[src/hw/bog_map.svh]
// offsets, field positions, reset values and timing counts of the overcurrent guard
// assumes the includer runs on the 125 MHz logic clock
`ifndef BOG_MAP_SVH
`define BOG_MAP_SVH

`define BOG_CLK_MHZ        125
// register offsets
`define BOG_OFF_STATUS     4'h0
`define BOG_OFF_MASK       4'h4
`define BOG_OFF_FLAGS      4'h8
// status and mask field positions
`define BOG_ST_TRIP_A      0
`define BOG_ST_TRIP_B      1
`define BOG_ST_TRIP_HS     2
`define BOG_ST_ERR_A       3
`define BOG_ST_ERR_B       4
`define BOG_ST_ERR_HS      5
`define BOG_ST_W           6
// flags register: writing this bit clears the error flags
`define BOG_FL_CLEAR       0
// reset values
`define BOG_RST_STATUS     6'h00
`define BOG_RST_MASK       6'h00
// blank times in ns, rounded up to whole clock cycles
`define BOG_BLANK_NS_0     600
`define BOG_BLANK_NS_1     900
`define BOG_BLANK_NS_2     1200
`define BOG_BLANK_NS_3     1500
`define BOG_CYC(ns)        (((ns) * `BOG_CLK_MHZ + 999) / 1000)
// error counter limits: trips to lockout, then lockout and quiet time in pwm cycles
`define BOG_TRIP_LIMIT     2'h3
`define BOG_LOCK_CYCLES    6'h3f
`define BOG_QUIET_LIMIT    7'h3f

`endif

[src/hw/bog_pkg.sv]
// types shared by the overcurrent guard modules
// assumes bog_map.svh provides all numeric constants
package bog_pkg;

    typedef enum logic [1:0] {
        BOG_BLANK_SHORT  = 2'h0,
        BOG_BLANK_LOWIND = 2'h1,
        BOG_BLANK_NORMAL = 2'h2,
        BOG_BLANK_SLOW   = 2'h3
    } bog_blank_sel_t;

    typedef enum logic {
        BOG_ERR_OK   = 1'b0,
        BOG_ERR_LOCK = 1'b1
    } bog_err_state_t;

    // one entry per error counter: low side a, low side b, high side
    typedef struct packed {
        logic hs;
        logic b;
        logic a;
    } bog_trio_t;

endpackage

[src/hw/bog_blank_timer.sv]
// blanking pulse timer for one bridge
// assumes start_in is a one-cycle pulse on each switching event
`timescale 1ns/10ps
`default_nettype none
`include "bog_map.svh"

module bog_blank_timer
    import bog_pkg::*;
(
    input  wire logic           mclk_in,
    input  wire logic           rst_in,
    input  wire logic           start_in,
    input  wire bog_blank_sel_t sel_in,
    output var  logic           blank_out
);

    logic [7:0] cnt_reg;
    logic       blank_reg;
    logic [7:0] term;

    // terminal count chosen by the select pins
    always_comb begin
        unique case (sel_in)
            BOG_BLANK_SHORT:  term = 8'(`BOG_CYC(`BOG_BLANK_NS_0));
            BOG_BLANK_LOWIND: term = 8'(`BOG_CYC(`BOG_BLANK_NS_1));
            BOG_BLANK_NORMAL: term = 8'(`BOG_CYC(`BOG_BLANK_NS_2));
            BOG_BLANK_SLOW:   term = 8'(`BOG_CYC(`BOG_BLANK_NS_3));
        endcase
    end

    always_ff @(posedge mclk_in) begin
        if (rst_in) begin
            cnt_reg   <= 8'h00;
            blank_reg <= 1'b0;
        end else if (start_in) begin
            cnt_reg   <= term - 8'h01;
            blank_reg <= 1'b1;
        end else if (cnt_reg != 8'h00) begin
            cnt_reg <= cnt_reg - 8'h01;
        end else begin
            blank_reg <= 1'b0;
        end
    end

    assign blank_out = blank_reg;

endmodule
`default_nettype wire

[src/hw/bog_err_counter.sv]
// one overcurrent error counter with lockout and quiet-time reset
// assumes trip_in and cycle_in are one-cycle pulses on the logic clock
`timescale 1ns/10ps
`default_nettype none
`include "bog_map.svh"

module bog_err_counter
    import bog_pkg::*;
(
    input  wire logic       mclk_in,
    input  wire logic       rst_in,
    input  wire logic       trip_in,
    input  wire logic       cycle_in,
    input  wire logic       clear_in,
    output var  logic       lock_out,
    output var  logic       flag_out,
    output var  logic [1:0] count_out
);

    bog_err_state_t state_reg;
    logic [1:0]     count_reg;
    logic [5:0]     lock_reg;
    logic [6:0]     quiet_reg;
    logic           flag_reg;
    wire            to_lock = trip_in && state_reg == BOG_ERR_OK
                              && count_reg == `BOG_TRIP_LIMIT - 2'h1;

    always_ff @(posedge mclk_in) begin
        if (rst_in) begin
            state_reg <= BOG_ERR_OK;
            count_reg <= 2'h0;
            lock_reg  <= 6'h00;
            quiet_reg <= 7'h00;
            flag_reg  <= 1'b0;
        end else if (to_lock) begin
            // a lockout that starts now wins over a clear in the same cycle
            state_reg <= BOG_ERR_LOCK;
            count_reg <= `BOG_TRIP_LIMIT;
            lock_reg  <= `BOG_LOCK_CYCLES;
            quiet_reg <= 7'h00;
            flag_reg  <= 1'b1;
        end else if (clear_in) begin
            state_reg <= BOG_ERR_OK;
            count_reg <= 2'h0;
            lock_reg  <= 6'h00;
            quiet_reg <= 7'h00;
            flag_reg  <= 1'b0;
        end else begin
            unique case (state_reg)
                BOG_ERR_OK: begin
                    if (trip_in) begin
                        count_reg <= count_reg + 2'h1;
                        quiet_reg <= 7'h00;
                    end else if (cycle_in) begin
                        if (quiet_reg == `BOG_QUIET_LIMIT) begin
                            count_reg <= 2'h0;
                        end else begin
                            quiet_reg <= quiet_reg + 7'h01;
                        end
                    end
                end
                BOG_ERR_LOCK: begin
                    if (cycle_in) begin
                        lock_reg <= lock_reg - 6'h01;
                        if (lock_reg == 6'h01) begin
                            state_reg <= BOG_ERR_OK;
                            count_reg <= 2'h0;
                        end
                    end
                end
            endcase
        end
    end

    assign lock_out  = state_reg == BOG_ERR_LOCK;
    assign flag_out  = flag_reg;
    assign count_out = count_reg;

endmodule
`default_nettype wire

[src/hw/bog_guard.sv]
// blanking and overcurrent guard for a two-bridge chopper driver
// assumes comparator outputs, oscillator and straps arrive as raw pins;
// the serial word strobe comes from logic on the same clock
`timescale 1ns/10ps
`default_nettype none
`include "bog_map.svh"

module bog_guard
    import bog_pkg::*;
(
    input  wire logic       mclk_in,
    input  wire logic       rst_in,
    // pins from outside the clock domain
    input  wire logic       osc_pin_in,
    input  wire logic       blank_select_low_in,
    input  wire logic       blank_select_high_in,
    input  wire logic       enable_active_low_pin_in,
    input  wire logic       polarity_a_in,
    input  wire logic       polarity_b_in,
    input  wire logic       chop_cmp_a_in,
    input  wire logic       chop_cmp_b_in,
    input  wire logic       lowside_trip_a_in,
    input  wire logic       lowside_trip_b_in,
    input  wire logic       highside_trip_in,
    // serial telegram decoder, same clock
    input  wire logic       word_strobe_in,
    input  wire logic [3:0] coil_word_a_in,
    input  wire logic [3:0] coil_word_b_in,
    // register port
    input  wire logic [3:0] reg_addr_in,
    input  wire logic [7:0] reg_wdata_in,
    input  wire logic       reg_wr_in,
    input  wire logic       reg_rd_in,
    output var  logic [7:0] reg_rdata_out,
    // chopper side
    output var  logic       cycle_start_a_out,
    output var  logic       cycle_start_b_out,
    output var  logic       blank_a_out,
    output var  logic       blank_b_out,
    output var  logic       chop_end_a_out,
    output var  logic       chop_end_b_out,
    output var  logic       bridge_off_a_out,
    output var  logic       bridge_off_b_out,
    output var  logic [2:0] error_flags_out,
    output var  logic       irq_out
);

    ////////////////////////////////////////////////////////////////////
    // pin synchronisers
    localparam int NSYNC = 11;

    logic [NSYNC-1:0] pin_raw;
    logic [NSYNC-1:0] sync1_reg;
    logic [NSYNC-1:0] sync2_reg;

    assign pin_raw = {highside_trip_in, lowside_trip_b_in,
                      lowside_trip_a_in, chop_cmp_b_in, chop_cmp_a_in,
                      polarity_b_in, polarity_a_in,
                      enable_active_low_pin_in, blank_select_high_in,
                      blank_select_low_in, osc_pin_in};

    genvar gi;
    generate
        for (gi = 0; gi < NSYNC; gi++) begin : g_sync
            always_ff @(posedge mclk_in) begin
                if (rst_in) begin
                    sync1_reg[gi] <= 1'b0;
                    sync2_reg[gi] <= 1'b0;
                end else begin
                    sync1_reg[gi] <= pin_raw[gi];
                    sync2_reg[gi] <= sync1_reg[gi];
                end
            end
        end
    endgenerate

    wire            osc_s     = sync2_reg[0];
    wire            enn_s     = sync2_reg[3];
    wire            pol_a_s   = sync2_reg[4];
    wire            pol_b_s   = sync2_reg[5];
    wire            chop_a_s  = sync2_reg[6];
    wire            chop_b_s  = sync2_reg[7];
    wire            ls_a_s    = sync2_reg[8];
    wire            ls_b_s    = sync2_reg[9];
    wire            hs_s      = sync2_reg[10];
    wire            disabled  = enn_s;
    bog_blank_sel_t blank_sel;

    assign blank_sel = bog_blank_sel_t'(sync2_reg[2:1]);

    ////////////////////////////////////////////////////////////////////
    // pwm cycle starts and blanking
    logic osc_d_reg;
    logic pol_a_d_reg;
    logic pol_b_d_reg;

    always_ff @(posedge mclk_in) begin
        if (rst_in) begin
            osc_d_reg   <= 1'b0;
            pol_a_d_reg <= 1'b0;
            pol_b_d_reg <= 1'b0;
        end else begin
            osc_d_reg   <= osc_s;
            pol_a_d_reg <= pol_a_s;
            pol_b_d_reg <= pol_b_s;
        end
    end

    wire osc_rise  = osc_s & ~osc_d_reg;
    wire osc_fall  = ~osc_s & osc_d_reg;
    wire pol_a_chg = pol_a_s ^ pol_a_d_reg;
    wire pol_b_chg = pol_b_s ^ pol_b_d_reg;
    wire start_a   = osc_rise | pol_a_chg;
    wire start_b   = osc_fall | pol_b_chg;

    logic [1:0] start_v;
    logic [1:0] blank_v;

    assign start_v = {start_b, start_a};

    // each bridge blanks after its own switching event
    generate
        for (gi = 0; gi < 2; gi++) begin : g_blank
            bog_blank_timer u_blank (
                .mclk_in   (mclk_in),
                .rst_in    (rst_in),
                .start_in  (start_v[gi]),
                .sel_in    (blank_sel),
                .blank_out (blank_v[gi])
            );
        end
    endgenerate

    wire blank_a  = blank_v[0];
    wire blank_b  = blank_v[1];
    wire blank_hs = blank_a | blank_b;

    ////////////////////////////////////////////////////////////////////
    // overcurrent qualification and cycle shutoff
    logic cyc_off_a_reg;
    logic cyc_off_b_reg;

    // one count per event: a bridge already off this cycle adds none
    wire trip_a  = ls_a_s & ~blank_a & ~cyc_off_a_reg;
    wire trip_b  = ls_b_s & ~blank_b & ~cyc_off_b_reg;
    wire trip_hs = hs_s & ~blank_hs
                   & ~(cyc_off_a_reg & cyc_off_b_reg);

    bog_trio_t trip;
    bog_trio_t cyc_tick;
    bog_trio_t lock;
    bog_trio_t flag;
    logic [5:0] cnt_all;

    assign trip     = '{hs: trip_hs & ~disabled, b: trip_b & ~disabled,
                        a: trip_a & ~disabled};
    assign cyc_tick = '{hs: osc_rise, b: osc_fall, a: osc_rise};

    always_ff @(posedge mclk_in) begin
        if (rst_in) begin
            cyc_off_a_reg <= 1'b0;
            cyc_off_b_reg <= 1'b0;
        end else begin
            // a trip holds the bridge off until its next cycle start
            if (trip_a | trip_hs) begin
                cyc_off_a_reg <= 1'b1;
            end else if (start_a) begin
                cyc_off_a_reg <= 1'b0;
            end
            if (trip_b | trip_hs) begin
                cyc_off_b_reg <= 1'b1;
            end else if (start_b) begin
                cyc_off_b_reg <= 1'b0;
            end
        end
    end

    ////////////////////////////////////////////////////////////////////
    // error counters and flag clearing
    logic enn_d_reg;
    logic sw_clear;

    always_ff @(posedge mclk_in) begin
        if (rst_in) begin
            enn_d_reg <= 1'b0;
        end else begin
            enn_d_reg <= enn_s;
        end
    end

    wire reenable   = enn_d_reg & ~enn_s;
    wire zero_words = word_strobe_in && coil_word_a_in == 4'h0
                      && coil_word_b_in == 4'h0;
    wire err_clear  = disabled | reenable | zero_words | sw_clear;

    generate
        for (gi = 0; gi < 3; gi++) begin : g_err
            bog_err_counter u_err (
                .mclk_in   (mclk_in),
                .rst_in    (rst_in),
                .trip_in   (trip[gi]),
                .cycle_in  (cyc_tick[gi]),
                .clear_in  (err_clear),
                .lock_out  (lock[gi]),
                .flag_out  (flag[gi]),
                .count_out (cnt_all[2*gi+1:2*gi])
            );
        end
    endgenerate

    ////////////////////////////////////////////////////////////////////
    // register port, status and interrupt
    logic [`BOG_ST_W-1:0] status_reg;
    logic [`BOG_ST_W-1:0] status_next;
    logic [`BOG_ST_W-1:0] mask_reg;
    logic [`BOG_ST_W-1:0] status_set;
    logic [`BOG_ST_W-1:0] w1c;
    logic [2:0]           flag_d_reg;
    logic [7:0]           rdata_reg;
    logic [7:0]           rd_mux;

    wire wr_status = reg_wr_in && reg_addr_in == `BOG_OFF_STATUS;
    wire wr_mask   = reg_wr_in && reg_addr_in == `BOG_OFF_MASK;
    wire wr_flags  = reg_wr_in && reg_addr_in == `BOG_OFF_FLAGS;

    assign sw_clear    = wr_flags & reg_wdata_in[`BOG_FL_CLEAR];
    assign w1c         = wr_status ? reg_wdata_in[`BOG_ST_W-1:0]
                                   : '0;
    // error events are the rising edges of the three flags
    assign status_set  = {flag & ~flag_d_reg, trip.hs, trip.b, trip.a};
    // a new event wins over its own clear
    assign status_next = (status_reg & ~w1c) | status_set;

    assign rd_mux = (reg_addr_in == `BOG_OFF_STATUS) ?
                        {2'h0, status_reg} :
                    (reg_addr_in == `BOG_OFF_MASK) ?
                        {2'h0, mask_reg} :
                    (reg_addr_in == `BOG_OFF_FLAGS) ?
                        {cnt_all[5:2], 1'b0, flag} :
                        8'h00;

    always_ff @(posedge mclk_in) begin
        if (rst_in | disabled) begin
            status_reg <= `BOG_RST_STATUS;
            mask_reg   <= `BOG_RST_MASK;
            flag_d_reg <= 3'h0;
            rdata_reg  <= 8'h00;
        end else begin
            status_reg <= status_next;
            flag_d_reg <= flag;
            if (wr_mask) begin
                mask_reg <= reg_wdata_in[`BOG_ST_W-1:0];
            end
            rdata_reg <= reg_rd_in ? rd_mux : 8'h00;
        end
    end

    ////////////////////////////////////////////////////////////////////
    // outputs
    logic [1:0] start_o_reg;
    logic [1:0] chop_o_reg;
    logic [1:0] off_o_reg;

    // comparator is blind during blanking, so on time never ends sooner
    wire chop_end_a = chop_a_s & ~blank_a & ~disabled;
    wire chop_end_b = chop_b_s & ~blank_b & ~disabled;
    wire off_a      = disabled | cyc_off_a_reg | lock.a | lock.hs;
    wire off_b      = disabled | cyc_off_b_reg | lock.b | lock.hs;

    always_ff @(posedge mclk_in) begin
        if (rst_in) begin
            start_o_reg <= 2'h0;
            chop_o_reg  <= 2'h0;
            off_o_reg   <= 2'h3;
        end else begin
            start_o_reg <= start_v;
            chop_o_reg  <= {chop_end_b, chop_end_a};
            off_o_reg   <= {off_b, off_a};
        end
    end

    assign cycle_start_a_out = start_o_reg[0];
    assign cycle_start_b_out = start_o_reg[1];
    assign blank_a_out       = blank_a;
    assign blank_b_out       = blank_b;
    assign chop_end_a_out    = chop_o_reg[0];
    assign chop_end_b_out    = chop_o_reg[1];
    assign bridge_off_a_out  = off_o_reg[0];
    assign bridge_off_b_out  = off_o_reg[1];
    assign error_flags_out   = flag;
    assign irq_out           = |(status_reg & mask_reg);
    assign reg_rdata_out     = rdata_reg;

endmodule
`default_nettype wire

[config.mk]
export PLATFORM = sky130hd
export DESIGN_NAME = bog_guard
export DESIGN_NICKNAME = d
export VERILOG_FILES = /design/src/hw/bog_pkg.sv /design/src/hw/bog_blank_timer.sv /design/src/hw/bog_err_counter.sv /design/src/hw/bog_guard.sv
export VERILOG_INCLUDE_DIRS = /design/src /design/src/hw
export SDC_FILE = /design/constraint.sdc
export NUM_CORES = 1
export LEC_CHECK = 0
export BUFFER_PORTS_ARGS = -buffer_cell sky130_fd_sc_hd__buf_2
export CAP_MARGIN = 20
export CORE_AREA = 2 2 122 124
export DETAILED_ROUTE_END_ITERATION = 6
export DIE_AREA = 0 0 124 126
export GPL_ROUTABILITY_DRIVEN = 0
export PLACE_DENSITY = 0.64
export REMOVE_ABC_BUFFERS = 1
export SLEW_MARGIN = 20
export SYNTH_ARGS = -nofsm -noshare
export SYNTH_HDL_FRONTEND = slang
export SYNTH_SLANG_ARGS = --single-unit
[constraint.sdc]
create_clock -name mclk_in -period 3.1 [get_ports mclk_in]
set_clock_uncertainty 0.1 [all_clocks]
set_input_delay 0.62 -clock mclk_in [delete_from_list [all_inputs] [get_ports mclk_in]]
set_output_delay 0.62 -clock mclk_in [all_outputs]
set_load 0.05 [all_outputs]
**Word level (Yosys, flattened, before mapping)**

Cells that the tools add are included.
W data, S select, Z words.

- Register bits: 126
- Bits in latches: 0
- Memory bits (writable): 0
- ROM bits: 0
- Input port bits: 36
- Output and inout bits: 20
- Logic and storage cells: 282
- Memories kept: 0

- Add/subtract/negate cells: 12
- $mul: 0
- Div/mod/pow operators: 0
- $lt $le $gt $ge: 0
- Equal/unequal tests: 31
- Shifts and indexed selects: 0
- Multiplexer cells: 81
- Bitwise logic cells: 55
- Reductions and logical operators: 48

Operator list:

| kind | number |
|---|---|
| $mux W6 | 16 |
| $mux W7 | 9 |
| $mux W2 | 21 |
| $mux W8 | 4 |
| $pmux W8 S4 | 1 |
| $ne A5 B3 Y1 const B | 6 |
| $mux W1 | 27 |
| $ne A4 B4 Y1 const B | 6 |
| $sub A8 B1 Y8 const B | 3 |
| $add A7 B1 Y7 const B | 3 |
| $eq A7 B6 Y1 const B | 3 |
| $reduce_bool A2 Y1 | 10 |
| $and A1 B1 Y1 | 18 |
| $eq A6 B1 Y1 const B | 3 |
| $reduce_bool A3 Y1 | 6 |
| $sub A6 B1 Y6 const B | 3 |
| $reduce_bool A8 Y1 | 2 |
| $or A1 B1 Y1 | 15 |
| $not A1 Y1 | 14 |
| $and A6 B6 Y6 | 2 |
| $logic_not A4 Y1 | 3 |
| $pmux W2 S2 | 3 |
| $reduce_and A4 Y1 | 3 |
| $logic_and A1 B1 Y1 | 11 |
| other kinds (18) | 35 |

**Depth between registers and ports, before layout**

- Word-level depth: 9
- Gate-level depth with buffers: 8
- Mapped depth without buffers: 7

**By module**

A second synthesis with hierarchy kept.

- Cell total of the unflattened synthesis: 690
- Area total of the unflattened synthesis: 6178.4 um2

Modules (own cells, without submodules):

| module | instances | cells an instance | area each (um2) | sequential area each (um2) |
|---|---|---|---|---|
| bog_err_counter | 3 | 111 | 963.4 | 340.3 |
| bog_guard | 1 | 203 | 2019.4 | 1141.1 |
| bog_blank_timer | 2 | 77 | 634.4 | 180.2 |

**Least setup slack after synthesis**

No wires, ideal clock.

- Path kind: register to register
- Start: reg g_blank[0].u_blank.blank_reg
- End: reg g_err[0].u_err.quiet_reg[3]
- Setup time: 0.086 ns
- Arrival: 1.984 ns
- Required time: 2.914 ns
- Setup slack: 0.931 ns
- Stages on the path, launching flop included: 6
- Buffers on the path: 1
- Clock period less this slack: 2.169 ns
- Path through: dfxtp_1 -> or4b_1 -> buf_2 -> a21o_1 -> or3_1 -> a211oi_1

- Longest elaborated chain between the ends: 7
- Elaborated cells on any way between the ends: 11
- Those cells by class: eq/ne: 1; mux: 1; bitwise: 4; reduce/logical: 5

Ends and longest elaborated chain:

| element | line | RTL |
|---|---|---|
| from (decl) | bog_blank_timer.sv:18 | `logic blank_reg;` |
| from (signal assigned) | bog_blank_timer.sv:34 | `blank_reg <= 1'b0;` |
| from (signal assigned) | bog_blank_timer.sv:37 | `blank_reg <= 1'b1;` |
| from (signal assigned) | bog_blank_timer.sv:41 | `blank_reg <= 1'b0;` |
| $not A1 Y1 * | bog_guard.sv:144 | `wire trip_a = ls_a_s & ~blank_a & ~cyc_off_a_reg;` |
| $and A1 B1 Y1 * (2 in a row) | bog_guard.sv:144 |  |
| $and A1 B1 Y1 * | bog_guard.sv:156 | `a: trip_a & ~disabled};` |
| $logic_and A1 B1 Y1 (2 in a row) | bog_err_counter.sv:25 | `wire to_lock = trip_in && state_reg == BOG_ERR_OK` |
| $reduce_or A3 Y1 (no line) | n/a |  |
| to (signal assigned) | bog_err_counter.sv:58 | `quiet_reg <= quiet_reg + 7'h01;` |
| to (decl) | bog_err_counter.sv:23 | `logic [6:0] quiet_reg;` |

Mark *: on every way between the ends. The rest lies on a longest branch, timed or not.
A chain may end at the register's enable or synchronous reset.

**Worst setup path after layout**

- Start: reg sync2_reg[3], in the netlist disabled
- End: reg g_err[0].u_err.count_reg[1]

- Longest elaborated chain between the ends: 7
- Elaborated cells on any way between the ends: 17
- Those cells by class: eq/ne: 4; mux: 4; bitwise: 6; reduce/logical: 3

Ends and longest elaborated chain:

| element | line | RTL |
|---|---|---|
| from (decl) | bog_guard.sv:54 | `logic [NSYNC-1:0] sync2_reg;` |
| from (signal, indexed assignment) | bog_guard.sv:71 | `sync2_reg[gi] <= sync1_reg[gi];` |
| $not A1 Y1 | bog_guard.sv:156, bog_guard.sv:191 |  |
| $and A1 B1 Y1 | bog_guard.sv:191 | `wire reenable = enn_d_reg & ~enn_s;` |
| $or A1 B1 Y1 (3 in a row) | bog_guard.sv:194 | `wire err_clear = disabled \| reenable \| zero_words \| sw_clear;` |
| $ne A5 B3 Y1 (no line) (tied with other cells) | n/a |  |
| $reduce_and A4 Y1 (no line) / $mux W2 (equally long branches) | n/a |  |
| to (signal assigned) | bog_err_counter.sv:38 | `` count_reg <= `BOG_TRIP_LIMIT; `` |
| to (signal assigned) | bog_err_counter.sv:52 | `count_reg <= count_reg + 2'h1;` |
| to (decl) | bog_err_counter.sv:21 | `logic [1:0] count_reg;` |

Parallel ways exist; a longest one is shown, timed or not.

==> results.md <==
* CP Max Fanout at 11
* Post-synth top flop: dfxtp_1
* Hold Vio Cnt, Final at 0
* Power per cell area at 732.2 nW/um2
* PostCTS Resize Cnt at 0
* Storage cell area at 2522 um2
* RSZ-0062 raised after global routing: no
* Clk Latency, worst-skew pair at 0.42 ns
* Unique masters post-synth at 62
* Antenna violations before repair at 0
* CP Class: reg -> reg
* Largest net degree at the start of global routing at 40
* Arrival time worst endpoint at 2.60 ns
* Initial Util at 39.26%
* Setup total negative slack at 0 ns
* 1st-iter DRT viols at around 300
* EDFF count, synth at 0
* Chip Width at around 120 um
* Most frequent cells after synthesis: 126 x dfxtp_1, 55 x nand2_1, 52 x nor2_1
* Die area at between 15000 and 20000 um2
* Cell count after synthesis at approximately 630
* Crit-path cells: or4b_1 -> nor2_8 -> nand2_1 -> a21boi_0 -> a2111oi_0
* Post-DRT Antenna Nets at 0
* Top-count cell post-synth: dfxtp_1
* Critical path startpoint category: flop
* Final wirelength at 12550 um
* Vias/cell at 5.300
* CP top delay family: simple AND/OR/NAND/NOR gates
* Logic depth of the worst path, buffers included at 5
* # IOs at 56
* Layout cells sized above 1 at 14.82%
* P_leak at 2.604 nW
* Root Driver: clkbuf_16
* Global Route Usage Sum at between 10% and 20%
* GR Overflow Total at 0
* Post-synth top area share at 44.89%
* Cell Area, Synth at ~5600 um2
* Top cells by area, synth: dfxtp_1 45%, ha_1 4.5%, a21oi_1 4.4%
* Htree depth at 4
* Max FFs per register at 21
* Buf/Inv on CP at 0
* Max Clock Freq at 0.4130 GHz
* WL/cell at 14.28 um
* Core area at 14310 um2
* Syn avg cell area at 8.891 um2
* Setup-failing EPs final at 0
* Vias in the first global route at 4636
* Post-CTS setup buffer count at 0
* Ys Warns at 0
* Status: complete, no violations
* Class of the worst hold path: in -> reg
* Sink Count at 126
* Slew headroom at 51.87%
* CTS max path bufs at 2
* Sequential share of the synthesized area at 44.89%
* Die Y at 126 um
* CTS tree: done
* Seq cells post-synth at 126
* Num CTS Buffers at 17
* Area growth from synthesis to layout at 19.15%
* Hold depth at 2
* Vias after detailed routing at 4659
* Biggest cell delay along the critical path at 0.71 ns
* Post-CTS Hold Fix Bufs at 0
* Multi-input logic area at roughly 2900 um2
* Worst-margin pin slew at 0.7193 ns
* Post-route DRC at 0
* Leading area contributor after synthesis: dfxtp_1
* Hold slack at around 0.31 ns
* Pins over their slew limit at 0
* Post-DP HPWL at 9022 um
* Reg2reg path depth at 5
* 1st-pass router iterations at 4
* Tcrit/Tclk final at 78.10%
* Port Buf Inserts at 53
* Async set-reset flop share out of synthesis at 0%
* Max-Cap Viols at 0
* WP data required at 3.28 ns
* Nets@finish at 739
* ANT cells at 0
* Crit path time final at 2.421 ns
* Worst setup EP type: flop
* Fillers at 1359
* CP max stage cell: or4b_1
* Clk slew on worst S/H paths at 0.06 ns
* Row count at 44
* First-pass GRT wire length at 21020 um
* Maximum vdd drop at 0.3978 mV
routing by layer:
layer	vias to the layer above	track usage (%)	wire length (um)
li1	2314	-	-
met1	2184	20.55	5650
met2	128	27.54	5905
met3	33	4.438	651
met4	0	8.857	344
met5	-	0	0
worst reg2reg max path: stages, from the launching register on:
cell	delay, ns
dfxtp_1	0.38
or4b_1	0.71
nor2_8	0.23
nand2_1	0.25
a21boi_0	0.20
a2111oi_0	0.40
kinds of logic (layout without fill, tap and decap cells):
kind of cell	Yosys count	in the layout	share of synthesized area (%)
adders and majority gates	20	20	4.453
AOI/OAI and AO/OA	116	116	13.32
buffers and inverters	56	119	4.186
and+or+nand+nor	264	264	25.16
xor gates and xnor gates	41	41	6.390
muxes	9	9	1.603
DFF	126	126	44.89
path summary, 6_finish.rpt:
check                                              from                                        to  slack, ns
worst max-delay path                disabled$_SDFF_PP0_  g_err[0].u_err.count_out[1]$_SDFFE_PP0P_       0.68
worst min-delay path                      chop_cmp_a_in                   sync1_reg[6]$_SDFF_PP0_       0.31
worst max register to register      disabled$_SDFF_PP0_  g_err[0].u_err.count_out[1]$_SDFFE_PP0P_       0.68
worst min register to register  sync1_reg[6]$_SDFF_PP0_                       chop_a_s$_SDFF_PP0_       0.33
cells in the final DEF (no fill, tap or decap), drive strengths merged, types with 3 or more instances in the layout:
cell type  synthesis  routed
nand3             19      19
nand2b             6       6
clkbuf            22      22
inv               25      26
nand4              8       8
nor2              53      53
xor2              19      19
mux2i              9       9
buf                9      63
nand2             56      56
a2111oi            5       5
a31oi              3       3
xnor2             22      22
a211oi            15      15
nor3              24      24
nor2b             35      35
nor4b              3       3
o31a               3       3
a22oi              4       4
or4                6       6
nor3b              5       5
or2                3       3
dfxtp            126     126
or3                9       9
nand3b             4       4
nand4b             4       4
bufinv             0       5
ha                20      20
and2               9       9
nor4              10      10
o211ai             6       6
o21ai             12      12
a21oi             49      49
where the power goes:
| part | leakage [nW] | switching, mW | total, mW | internal [mW] |
|---|---|---|---|---|
| sequential | 1.03 | 0.126 | 1.88 | 1.75 |
| clock | 0.307 | 0.703 | 2.17 | 1.47 |
| combinational | 1.27 | 0.463 | 0.852 | 0.389 |
| total | 2.60 | 1.29 | 4.90 | 3.61 |
stage by stage:
stage / setup slack (ns) / instances / power (mW) / util, % / cell area (um2)
2_1_floorplan: 0.6942 / 601 / 2.538 / - / 5478
3_3_place_gp: 0.5990 / 848 / 2.721 / 42.26 / 6048
3_5_place_dp: 0.5807 / 848 / 2.753 / 42.26 / 6048
4_1_cts: 0.6223 / 879 / 4.938 / 46.77 / 6695
5_1_grt: 0.5417 / 879 / 5.141 / 46.77 / 6695
6_report: 0.6789 / 879 / 4.902 / 46.77 / 6695
final cells by class:
type                            instances  share of cell area, %
Clock inverter                          9                  2.728
Timing Repair Buffer                   63                  5.083
Sequential cell                       126                  37.68
Clock buffer                           22                  6.933
Tap cell                              184                  3.439
Multi-Input combinational cell        450                  42.74
Inverter                               25                  1.402
Note: power is estimated with default switching activity, not from simulation.
